==> src/hdl/pin_select_pkg.sv <==
// constants for the remappable pin select and change notify block
// assumes one core clock and synchronous active-high reset
package pin_select_pkg;
  localparam int SEL_W = 5;
  localparam int NUM_RP = 26;
  localparam int NUM_CN = 21;
  localparam int NUM_IN = 22;
  localparam int NUM_OUT_SRC = 22;
  localparam logic [SEL_W-1:0] IN_SEL_RESET = 5'h1F;
  localparam logic [SEL_W-1:0] OUT_SEL_RESET = 5'h00;
  // peripheral input index order
  localparam int IN_EXT_IRQ1 = 0;
  localparam int IN_EXT_IRQ2 = 1;
  localparam int IN_T2CK = 2;
  localparam int IN_T3CK = 3;
  localparam int IN_T4CK = 4;
  localparam int IN_T5CK = 5;
  localparam int IN_CAP1 = 6;
  localparam int IN_CAP2 = 7;
  localparam int IN_CAP7 = 8;
  localparam int IN_CAP8 = 9;
  localparam int IN_FAULT_A = 10;
  localparam int IN_U1RX = 11;
  localparam int IN_U1CTS = 12;
  localparam int IN_U2RX = 13;
  localparam int IN_U2CTS = 14;
  localparam int IN_S1DI = 15;
  localparam int IN_S1CK = 16;
  localparam int IN_S1SS = 17;
  localparam int IN_S2DI = 18;
  localparam int IN_S2CK = 19;
  localparam int IN_S2SS = 20;
  localparam int IN_CANRX = 21;
  // output select codes
  localparam logic [SEL_W-1:0] OUT_NULL = 5'h00;
  localparam logic [SEL_W-1:0] OUT_CMP1 = 5'h01;
  localparam logic [SEL_W-1:0] OUT_CMP2 = 5'h02;
  localparam logic [SEL_W-1:0] OUT_UART1_TX = 5'h03;
  localparam logic [SEL_W-1:0] OUT_UART1_RTS = 5'h04;
  localparam logic [SEL_W-1:0] OUT_U2TX = 5'h05;
  localparam logic [SEL_W-1:0] OUT_U2RTS = 5'h06;
  localparam logic [SEL_W-1:0] OUT_S1DO = 5'h07;
  localparam logic [SEL_W-1:0] OUT_S1CK = 5'h08;
  localparam logic [SEL_W-1:0] OUT_S1SS = 5'h09;
  localparam logic [SEL_W-1:0] OUT_S2DO = 5'h0A;
  localparam logic [SEL_W-1:0] OUT_S2CK = 5'h0B;
  localparam logic [SEL_W-1:0] OUT_S2SS = 5'h0C;
  localparam logic [SEL_W-1:0] OUT_CANTX = 5'h10;
  localparam logic [SEL_W-1:0] OUT_OCMP1 = 5'h12;
  localparam logic [SEL_W-1:0] OUT_OCMP2 = 5'h13;
  localparam logic [SEL_W-1:0] OUT_OCMP3 = 5'h14;
  localparam logic [SEL_W-1:0] OUT_OCMP4 = 5'h15;
  // unlock sequence keys on the oscillator control low byte
  localparam logic [7:0] UNLOCK_KEY1 = 8'h46;
  localparam logic [7:0] UNLOCK_KEY2 = 8'h57;
  typedef enum logic [1:0] {
    UL_IDLE = 2'b00,
    UL_KEY1 = 2'b01,
    UL_OPEN = 2'b10
  } unlock_state_e;
endpackage : pin_select_pkg

==> src/hdl/pin_out_select.sv <==
// one remappable pin's output multiplexer
// assumes peripheral outputs and enables are synchronous to clk
`timescale 1ns/1ps
module pin_out_select
  import pin_select_pkg::*;
(
  input wire logic clk,
  input wire logic rst,
  input wire logic [SEL_W-1:0] sel,
  input wire logic [NUM_OUT_SRC-1:0] periph_out,
  input wire logic [NUM_OUT_SRC-1:0] periph_drive,
  input wire logic port_latch,
  input wire logic port_dir_in,
  output logic pin_o,
  output logic pin_oe_n,
  output logic periph_owns
);
  logic next_pin_o;
  logic next_pin_oe_n;
  logic next_owns;
  logic [4:0] src;
  logic hit;

  // code to source index; unlisted codes fall back to the port
  always_comb begin
    hit = 1'b1;
    src = 5'h00;
    case (sel)
      OUT_CMP1: src = 5'h00;
      OUT_CMP2: src = 5'h01;
      OUT_UART1_TX: src = 5'h02;
      OUT_UART1_RTS: src = 5'h03;
      OUT_U2TX: src = 5'h04;
      OUT_U2RTS: src = 5'h05;
      OUT_S1DO: src = 5'h06;
      OUT_S1CK: src = 5'h07;
      OUT_S1SS: src = 5'h08;
      OUT_S2DO: src = 5'h09;
      OUT_S2CK: src = 5'h0A;
      OUT_S2SS: src = 5'h0B;
      OUT_CANTX: src = 5'h0C;
      OUT_OCMP1: src = 5'h0D;
      OUT_OCMP2: src = 5'h0E;
      OUT_OCMP3: src = 5'h0F;
      OUT_OCMP4: src = 5'h10;
      default: hit = 1'b0;
    endcase
  end

  // peripheral wins only while it actively drives
  always_comb begin
    next_owns = hit && periph_drive[src];
    next_pin_o = next_owns ? periph_out[src] : port_latch;
    next_pin_oe_n = next_owns ? 1'b0 : port_dir_in;
  end

  always_ff @(posedge clk) begin
    if (rst) begin
      pin_o <= 1'b0;
      pin_oe_n <= 1'b1;
      periph_owns <= 1'b0;
    end else begin
      pin_o <= next_pin_o;
      pin_oe_n <= next_pin_oe_n;
      periph_owns <= next_owns;
    end
  end
endmodule : pin_out_select

==> src/hdl/io_pin_select_and_change_notify.sv <==
// remappable pin select network and input change notification
// assumes pins are already synchronous to clk and software writes come as strobes
`timescale 1ns/1ps
module io_pin_select_and_change_notify
  import pin_select_pkg::*;
#(
  parameter int PINS = NUM_RP,
  parameter int CN_PINS = NUM_CN
) (
  input wire logic clk,
  input wire logic rst,
  input wire logic sleep_mode,
  input wire logic [PINS-1:0] remappable_pin_in,
  output logic [PINS-1:0] remappable_pin_out,
  output logic [PINS-1:0] remappable_pin_oe_n,
  output logic [PINS-1:0] periph_owns_pin,
  input wire logic [PINS-1:0] port_latch,
  input wire logic [PINS-1:0] pin_direction_bits,
  input wire logic [NUM_OUT_SRC-1:0] periph_out,
  input wire logic [NUM_OUT_SRC-1:0] periph_drive,
  output logic [NUM_IN-1:0] periph_in,
  input wire logic in_sel_we,
  input wire logic [4:0] in_sel_index,
  input wire logic [SEL_W-1:0] in_sel_wdata,
  input wire logic out_sel_we,
  input wire logic [4:0] out_sel_index,
  input wire logic [SEL_W-1:0] out_sel_wdata,
  input wire logic osc_ctrl_low_we,
  input wire logic [7:0] osc_ctrl_low_wdata,
  input wire logic lock_we,
  input wire logic lock_wdata,
  output logic map_write_lock,
  input wire logic [15:0] change_irq_enable_low,
  input wire logic [15:0] change_irq_enable_high,
  input wire logic [15:0] pullup_enable_low,
  input wire logic [15:0] pullup_enable_high,
  input wire logic [CN_PINS-1:0] change_notify_pin,
  output logic [CN_PINS-1:0] pullup_on,
  input wire logic change_irq_clear,
  output logic change_irq
);
  logic [SEL_W-1:0] input_select_regs [NUM_IN];
  logic [SEL_W-1:0] next_input_select_regs [NUM_IN];
  logic [SEL_W-1:0] output_select_regs [PINS];
  logic [SEL_W-1:0] next_output_select_regs [PINS];
  unlock_state_e ul_state;
  unlock_state_e next_ul_state;
  logic next_lock;
  logic [CN_PINS-1:0] cn_prev;
  logic [CN_PINS-1:0] next_cn_prev;
  logic [CN_PINS-1:0] cn_en;
  logic [CN_PINS-1:0] cn_diff;
  logic next_change_irq;
  logic [NUM_IN-1:0] next_periph_in;

  assign cn_en = CN_PINS'({change_irq_enable_high, change_irq_enable_low});
  assign pullup_on = CN_PINS'({pullup_enable_high, pullup_enable_low});

  always_comb begin
    next_ul_state = ul_state;
    next_lock = map_write_lock;
    case (ul_state)
      UL_IDLE: begin
        if (osc_ctrl_low_we && osc_ctrl_low_wdata == UNLOCK_KEY1) begin
          next_ul_state = UL_KEY1;
        end
      end
      UL_KEY1: begin
        if (osc_ctrl_low_we && osc_ctrl_low_wdata == UNLOCK_KEY2) begin
          next_ul_state = UL_OPEN;
        end else if (osc_ctrl_low_we || lock_we) begin
          next_ul_state = UL_IDLE;
        end
      end
      UL_OPEN: begin
        // one lock change per unlock, an oscillator control write closes the window
        if (lock_we) begin
          next_lock = lock_wdata;
          next_ul_state = UL_IDLE;
        end else if (osc_ctrl_low_we) begin
          next_ul_state = UL_IDLE;
        end
      end
      default: next_ul_state = UL_IDLE;
    endcase
  end

  always_ff @(posedge clk) begin
    if (rst) begin
      ul_state <= UL_IDLE;
      map_write_lock <= 1'b0;
    end else begin
      ul_state <= next_ul_state;
      map_write_lock <= next_lock;
    end
  end

  // selection writes gated by the lock
  always_comb begin
    for (int i = 0; i < NUM_IN; i++) begin
      next_input_select_regs[i] = input_select_regs[i];
    end
    for (int j = 0; j < PINS; j++) begin
      next_output_select_regs[j] = output_select_regs[j];
    end
    if (in_sel_we && !map_write_lock && int'(in_sel_index) < NUM_IN) begin
      next_input_select_regs[in_sel_index] = in_sel_wdata;
    end
    if (out_sel_we && !map_write_lock && int'(out_sel_index) < PINS) begin
      next_output_select_regs[out_sel_index] = out_sel_wdata;
    end
  end

  always_ff @(posedge clk) begin
    if (rst) begin
      for (int i = 0; i < NUM_IN; i++) begin
        input_select_regs[i] <= IN_SEL_RESET;
      end
      for (int j = 0; j < PINS; j++) begin
        output_select_regs[j] <= OUT_SEL_RESET;
      end
    end else begin
      input_select_regs <= next_input_select_regs;
      output_select_regs <= next_output_select_regs;
    end
  end

  // field value n picks pin n; out of range reads low
  always_comb begin
    for (int i = 0; i < NUM_IN; i++) begin
      if (int'(input_select_regs[i]) < PINS) begin
        next_periph_in[i] = remappable_pin_in[input_select_regs[i]];
      end else begin
        next_periph_in[i] = 1'b0;
      end
    end
  end

  // one registered input per listed peripheral
  always_ff @(posedge clk) begin
    if (rst) begin
      periph_in <= '0;
    end else begin
      periph_in <= next_periph_in;
    end
  end

  // one output mux per remappable pin
  generate
    for (genvar g = 0; g < PINS; g++) begin : g_pin
      // port driver off while peripheral drives
      pin_out_select u_sel (
        .clk(clk),
        .rst(rst),
        .sel(output_select_regs[g]),
        .periph_out(periph_out),
        .periph_drive(periph_drive),
        .port_latch(port_latch[g]),
        .port_dir_in(pin_direction_bits[g]),
        .pin_o(remappable_pin_out[g]),
        .pin_oe_n(remappable_pin_oe_n[g]),
        .periph_owns(periph_owns_pin[g])
      );
    end
  endgenerate

  // sleep only gates core clock upstream; this path stays on clk, which keeps running
  always_comb begin
    cn_diff = (change_notify_pin ^ cn_prev) & cn_en;
    next_cn_prev = change_notify_pin;
    // sticky request, set wins over clear
    next_change_irq = (|cn_diff) || (change_irq && !change_irq_clear);
  end

  always_ff @(posedge clk) begin
    if (rst) begin
      cn_prev <= '0;
      change_irq <= 1'b0;
    end else begin
      cn_prev <= next_cn_prev;
      change_irq <= next_change_irq;
    end
  end

  property p_irq_on_change;
    @(posedge clk) disable iff (rst)
    (|((change_notify_pin ^ cn_prev) & cn_en)) |=> change_irq;
  endproperty
  a_irq_on_change: assert property (p_irq_on_change) else $error("change not flagged");

  property p_irq_sleep;
    @(posedge clk) disable iff (rst)
    (sleep_mode && |((change_notify_pin ^ cn_prev) & cn_en)) |=> change_irq;
  endproperty
  a_irq_sleep: assert property (p_irq_sleep) else $error("change lost in sleep");

  property p_no_spurious;
    @(posedge clk) disable iff (rst)
    (!change_irq && !(|((change_notify_pin ^ cn_prev) & cn_en))) |=> !change_irq;
  endproperty
  a_no_spurious: assert property (p_no_spurious) else $error("spurious change flag");

  property p_locked_in;
    @(posedge clk) disable iff (rst)
    (map_write_lock && in_sel_we && int'(in_sel_index) < NUM_IN) |=>
      input_select_regs[$past(in_sel_index)] == $past(input_select_regs[in_sel_index]);
  endproperty
  a_locked_in: assert property (p_locked_in) else $error("locked input map changed");

  property p_unlock_seq;
    @(posedge clk) disable iff (rst)
    $changed(map_write_lock) |-> $past(ul_state) == UL_OPEN;
  endproperty
  a_unlock_seq: assert property (p_unlock_seq) else $error("lock changed without keys");

  property p_in_route;
    @(posedge clk) disable iff (rst)
    (int'(input_select_regs[IN_U1RX]) < PINS) |=>
      periph_in[IN_U1RX] == $past(remappable_pin_in[input_select_regs[IN_U1RX]]);
  endproperty
  a_in_route: assert property (p_in_route) else $error("input route wrong");

  property p_in_tied;
    @(posedge clk) disable iff (rst)
    (int'(input_select_regs[IN_EXT_IRQ1]) >= PINS) |=> !periph_in[IN_EXT_IRQ1];
  endproperty
  a_in_tied: assert property (p_in_tied) else $error("out of range input not low");

  property p_null_port;
    @(posedge clk) disable iff (rst)
    (output_select_regs[0] == OUT_NULL) |=> !periph_owns_pin[0] && remappable_pin_out[0] == $past(port_latch[0]);
  endproperty
  a_null_port: assert property (p_null_port) else $error("null code not port");

  property p_cantx;
    @(posedge clk) disable iff (rst)
    (output_select_regs[1] == OUT_CANTX && periph_drive[12]) |=>
      !remappable_pin_oe_n[1] && remappable_pin_out[1] == $past(periph_out[12]);
  endproperty
  a_cantx: assert property (p_cantx) else $error("can transmit not routed");

  property p_unlisted;
    @(posedge clk) disable iff (rst)
    (output_select_regs[2] == 5'h0D) |=> !periph_owns_pin[2];
  endproperty
  a_unlisted: assert property (p_unlisted) else $error("unlisted code took pin");

  property p_locked_out;
    @(posedge clk) disable iff (rst)
    (map_write_lock && out_sel_we && int'(out_sel_index) < PINS) |=>
      output_select_regs[$past(out_sel_index)] == $past(output_select_regs[out_sel_index]);
  endproperty
  a_locked_out: assert property (p_locked_out) else $error("locked output map changed");

  property p_open_write;
    @(posedge clk) disable iff (rst)
    (!map_write_lock && in_sel_we && int'(in_sel_index) < NUM_IN) |=>
      input_select_regs[$past(in_sel_index)] == $past(in_sel_wdata);
  endproperty
  a_open_write: assert property (p_open_write) else $error("open input map write lost");

  property p_lock_taken;
    @(posedge clk) disable iff (rst)
    (lock_we && ul_state == UL_OPEN) |=> map_write_lock == $past(lock_wdata);
  endproperty
  a_lock_taken: assert property (p_lock_taken) else $error("unlocked lock write lost");

  property p_irq_clear;
    @(posedge clk) disable iff (rst)
    (change_irq && change_irq_clear && !(|((change_notify_pin ^ cn_prev) & cn_en))) |=> !change_irq;
  endproperty
  a_irq_clear: assert property (p_irq_clear) else $error("change flag not cleared");

  property p_port_dir;
    @(posedge clk) disable iff (rst)
    (output_select_regs[3] == OUT_NULL) |=> remappable_pin_oe_n[3] == $past(pin_direction_bits[3]);
  endproperty
  a_port_dir: assert property (p_port_dir) else $error("null code lost port direction");

  c_unlock: cover property (@(posedge clk) disable iff (rst) ul_state == UL_OPEN ##1 !map_write_lock ##1 in_sel_we);
  c_irq: cover property (@(posedge clk) disable iff (rst) !change_irq ##1 change_irq);
  c_own: cover property (@(posedge clk) disable iff (rst) periph_owns_pin[0]);
  c_refused: cover property (@(posedge clk) disable iff (rst) map_write_lock && out_sel_we);
  c_cantx: cover property (@(posedge clk) disable iff (rst) periph_owns_pin[1] && output_select_regs[1] == OUT_CANTX);
endmodule : io_pin_select_and_change_notify

==> config.mk <==
export PLATFORM = sky130hd
export DESIGN_NAME = io_pin_select_and_change_notify
export DESIGN_NICKNAME = d
export VERILOG_FILES = /design/src/hdl/pin_select_pkg.sv /design/src/hdl/pin_out_select.sv /design/src/hdl/io_pin_select_and_change_notify.sv
export SDC_FILE = /design/constraint.sdc
export NUM_CORES = 2
export LEC_CHECK = 0
export BUFFER_PORTS_ARGS = -buffer_cell sky130_fd_sc_hd__buf_2
export CORE_AREA = 8 8 266 268
export DETAILED_ROUTE_END_ITERATION = 10
export DIE_AREA = 0 0 274 276
export PLACE_DENSITY = 0.75
export REMOVE_ABC_BUFFERS = 1
export SYNTH_ARGS = -nofsm -noshare
export SYNTH_HDL_FRONTEND = slang
export SYNTH_SLANG_ARGS = --single-unit
export TNS_END_PERCENT = 30
==> constraint.sdc <==
create_clock -name clk -period 3.6 [get_ports clk]
set_input_delay 0.18 -clock clk [delete_from_list [all_inputs] [get_ports clk]]
set_output_delay 0.18 -clock clk [all_outputs]
set_load 0.1 [all_outputs]
; Yosys cells after proc, flatten, opt, wreduce, memory -nomap -nowiden
; Cells that the tools add are included.
[op_classes]
reduce_logical = 91
n_mux = 264
magnitude_cmp = 76
n_eq_ne = 449
n_bitwise = 26
[op_table]
columns = operator, count
row1 = $pmux W5 S16, 26
row2 = $eq A5 B4 Y1 const B, 130
row3 = $eq A5 B5 Y1 const B, 130
row4 = $eq A5 B3 Y1 const B, 104
row5 = $reduce_or A17 Y1, 26
row6 = $bmux W1 S5, 74
row7 = $lt A5 B6 Y1 const B, 48
row8 = $eq A5 B2 Y1 const B, 52
row9 = $mux W1, 152
row10 = $bwmux W130, 1
row11 = $eq A5 B1 Y1 const B, 26
row12 = $lt A5 B5 Y1 const B, 24
row13 = $bwmux W110, 1
row14 = $demux W5 S5, 2
row15 = $reduce_or A2 Y1, 22
row16 = $logic_and A1 B1 Y1, 35
row17 = $not A1 Y1, 22
row18 = $and A21 B21 Y21, 1
row19 = $reduce_or A21 Y1, 1
row20 = $xor A21 B21 Y21, 1
row21 = $eq A8 B7 Y1 const B, 2
row22 = $ge A6 B6 Y1 const B, 2
row23 = $lt A6 B1 Y1 const B, 2
row24 = $not A5 Y6, 2
row25 = 12 further kinds, 20
[totals]
ff_bits = 365
input_bits = 244
out_inout_bits = 123
wordCells = 1058

; Depth between registers and ports, before layout
[logic_depth]
word_depth = 6
ltp_mapped = 11
ltp_nobuf = 8

; Cells and area by module
; Synthesis repeated with hierarchy kept, for this count alone.
[hier_totals]
hier_cells = 4530
area_unflattened_um2 = 36897.9
[by_module_without_submodules]
columns = module, area_each_um2, n_inst, cells_per_inst, seq_area_each_um2
row1 = pin_out_select at g_pin[0].u_sel ..., 808.3, 25, 117, 60.1
row2 = io_pin_select_and_change_notify, 15859.0, 1, 1499, 5745.5
row3 = pin_out_select at g_pin[18].u_sel, 832.0, 1, 106, 60.1

; Least setup slack after synthesis
; OpenSTA, ideal clock, no wires.
[synth_path]
path_kind = register -> register
start = reg output_select_regs[13] (netlist bit)
end = reg g_pin[23].u_sel.pin_o
arrival_time_ns = 2.487
n_path_buf = 2
path_stages_with_launch = 10
setup_time_ns = 0.122
required_ns = 3.478
synth_period_minus_slack_ns = 2.609
path_slack_ns = 0.991
cell_sequence = dfxtp_1 -> buf_6 -> a21o_1 -> a2111oi_4 -> buf_6 -> o21ai_0 -> a2111oi_0 -> a211oi_2 -> or2_2 -> o311a_1
[synth_between]
elab_chain_len = 6
word_cells_on_any_way = 26
classes_between = eq/ne (17) / mux (7) / reduce/logical (2)
[synth_lines]
columns = item, line_no
row1 = from (decl), io_pin_select_and_change_notify.sv:44  ; logic [SEL_W-1:0] output_select_regs [PINS];
row2 = from (signal assigned), io_pin_select_and_change_notify.sv:124  ; output_select_regs <= next_output_select_regs;
row3 = $eq A5 B5 Y1 (tied with other cells), pin_out_select.sv:28  ; case (sel)
row4 = $pmux W5 S16, pin_out_select.sv:28
row5 = $bmux W1 S5, pin_out_select.sv:52  ; next_owns = hit && periph_drive[src];
row6 = $mux W1 (implied by the code), pin_out_select.sv:52
row7 = $logic_and A1 B1 Y1, pin_out_select.sv:52
row8 = $mux W1 (*), pin_out_select.sv:53  ; next_pin_o = next_owns ? periph_out[src] : port_latch;
row9 = to (signal assigned), pin_out_select.sv:63  ; pin_o <= next_pin_o;
row10 = to (decl), pin_out_select.sv:14  ; output logic pin_o,
; Mark *: on every way between the ends. The rest lies on a longest branch, timed or not. The select of a mux whose other input is x is not followed.
; A chain may end at the register's enable or synchronous reset.

; Worst setup path after layout
[layout_path]
start = reg output_select_regs[42] (netlist bit)
end = reg g_pin[17].u_sel.pin_o
[layout_between]
elab_chain_len = 6
word_cells_on_any_way = 26
classes_between = eq/ne (17) / mux (7) / reduce/logical (2)
[layout_lines]
columns = item, line_no
row1 = $eq A5 B5 Y1 (tied with other cells), pin_out_select.sv:28
row2 = $pmux W5 S16, pin_out_select.sv:28
row3 = $bmux W1 S5, pin_out_select.sv:52
row4 = $mux W1 (implied by the code), pin_out_select.sv:52
row5 = $logic_and A1 B1 Y1, pin_out_select.sv:52
row6 = $mux W1 (*), pin_out_select.sv:53
row7 = to (signal assigned), pin_out_select.sv:63
row8 = to (decl), pin_out_select.sv:14
; Marks and branches as above.

==> flow_summary.yaml <==
setup_path:
  crit_path_cell_trace: "nor3b_1, o21ai_0, nand2_1, o211ai_1, a311oi_1, nand4bb_1, a211oi_1, nor3_1"
  worst_setup_path_end_kind: "flop"
  slowest_delay_ns: 0.68
  cp_data_arrival_time_ns: 3.68
  path_max_fanout: 17
  cpMaxStageDelayCell: "dfxtp_1"
  worstRegToRegCells: 8
  start_kind: "flop"
  required_ns: 4.06
  worstSetupPathType: "reg -> reg"
flow_run:
  cap_violations: 0
finish:
  layoutNonFillerInstCount: 5338
  fin_util_pct: 59.3
  final_nets: 4668
  synthToLayoutAreaGrowth_pct: 8.94
  final_common_cell: "mux2i_1"
  num-fill-cells: 5790
  drive_gt1_share_pct: 19.1
  final_cell_mix: "mux2i_1, nor2_1, nand2_1, dfxtp_1, buf_2"
synthesis:
  seq_area_frac_synth_pct: 20.2
  synth_area_per_cell_um2: 8.07
  async_reset_ff_share_pct: 0
  synth-edff-count: 0
  synth_seq_cells: 365
  ys_types: 88
  synthFlopType: "dfxtp_1"
  ys_warn_count: 0
  synthesis.area_mm2: 0.0362
  syn_inst: 4488
  synth.area.top_cells: "dfxtp_1, mux2i_1, mux4_2"
  yosys.area.top_type: "dfxtp_1"
  synth_top_area_share_pct: 20.2
clocking:
  cts_buffer_depth: 3
  h-tree-depth: 2
  root_buffer: "clkbuf_16"
  cts_tree: "built"
  path_clk_slew_ns: 0.07
  numCtsBuffers: 44
  insertion_delay_ns: 0.62
  cts.sinks: 365
  post_cts_resized: 0
die:
  core_area_mm2: 0.0666
  dieHeight_um: 276
  die_area_mm2: 0.0756
  rows: 95
  start_util_pct: 54.4
  pin_count: 367
  fp.dieW_um: 274
routing:
  drt_pass1_iterations: 8
  avgRoutedWirePerCell_um: 23.7
  drcViolationCount: 0
  drtIter0Drc: 4958
  vias: 35962
  ant_nets: 0
  vias_per_cell: 6.74
  wl_mm: 127
place:
  dpl.hpwl_mm: 77.6
  place.gp.congestion: 1.00
  portBuffers: 299
  post-place-cells: 5169
timing:
  finClkSkew_ns: 0.0348
  fmax_ghz: 0.311
  setup_viol: 0
  relSlewSlack_pct: 17.3
  rsz0062_at_grt: "no"
  worst_pin_slew_ns: 1.24
  fin_crit_ns: 3.22
  setup_tns_ns: 0
  drv_slew: 0
  finalCritPeriodShare_pct: 89.4
  fin_hold_ws_ns: 0.0391
  hold_violations: 0
global_route:
  grt_pass1_wl_mm: 192
  grt_pass1_vias: 33171
  grt_overflow: 0
  antenna_found_initial: 8
  track_usage_pct: 31.4
  grt_max_degree: 96
run_status:
  status: "complete, no violations"
power:
  vdd_ir_drop_max_v: 0.000295
  powerDensity_mw_per_mm2: 282
  p_leak_nw: 15.5
min_path:
  hold_class: "in -> reg"
  hold_depth: 5
per-layer routing:
layer | track usage, % | vias to the layer above | wire length [µm]
li1 | - | 16284 | -
met1 | 40.5 | 16715 | 47600
met2 | 47.0 | 2348 | 54200
met3 | 8.69 | 609 | 16300
met4 | 17.0 | 6 | 8370
met5 | 0.789 | - | 72
kinds of logic after synthesis:
logic type      after synthesis  synth area share [%]
compound gates             1104                  21.1
xor+xnor                     42                  1.02
fa+ha+maj                     5                 0.138
buf+inv                     712                  8.69
flops                       365                  20.2
mux                         875                  30.2
simple gates               1385                  18.7
final timing paths:
kind,slack (ns),end,startpoint
setup reg to reg,0.38,g_pin[17].u_sel.pin_o,output_select_regs[42]
setup / recovery,0.38,g_pin[17].u_sel.pin_o,output_select_regs[42]
hold / removal,0.04,ul_state[1],osc_ctrl_low_wdata[0]
hold reg to reg,0.45,ul_state[0],ul_state[1]
worst max-delay path, delay by kind of cell (launching register included):
kind            cells  cell delay [ns]
compound gates      4             1.43
flops               1             0.68
simple gates        4             0.94
stage by stage:
step / area [µm²] / total power, W / setup WS, ns
after floorplan: 33400 / 0.00537 / 0.0905
after global placement: 37100 / 0.00624 / 0.598
after detailed placement: 37100 / 0.00627 / 0.504
after CTS: 39400 / 0.0111 / 0.468
after global routing: 39500 / 0.0114 / 0.117
final: 39500 / 0.0111 / 0.380
synthesized netlist by cell type, types with 73 or more instances:
cell type / n
mux2i_1: 607
clkbuf_1: 440
nor2_1: 384
nand2_1: 369
dfxtp_1: 365
a21oi_1: 289
o21ai_0: 241
mux4_2: 163
nor2b_1: 124
buf_4: 108
mux2_2: 105
nor3_1: 104
nand2b_1: 73
cell type report:
class | count | area, µm² | area share (%)
Multi-Input combinational cell | 3411 | 25800 | 65.3
Sequential cell | 365 | 7310 | 18.5
Timing Repair Buffer | 516 | 3380 | 8.56
Clock buffer | 63 | 1290 | 3.28
Tap cell | 873 | 1090 | 2.77
Inverter | 86 | 325 | 0.825
Clock inverter | 18 | 263 | 0.666
Antenna cell | 6 | 15.0 | 0.0381
report_power, final:
group,internal [W],total [W],switching (W),leakage (nW)
Clock,0.00282,0.00477,0.00195,0.741
Sequential,0.00411,0.00417,0.0000607,2.97
Combinational,0.000754,0.00217,0.00142,11.8
registers in the layout, indices dropped and copies added, names as in the netlist:
name / count
ul_state: 2
output_select_regs: 130
change_irq: 1
input_select_regs: 110
g_pin.u_sel.pin_oe_n: 26
g_pin.u_sel.periph_owns: 26
map_write_lock: 1
g_pin.u_sel.pin_o: 26
cn_prev: 21
periph_in: 22
timing repair:
item                      in CTS  in global routing
hold buffers                  82                  0
hold endpoints to repair      76                  0
setup buffers                  0                  0
Power figures use the tool's default switching activity.
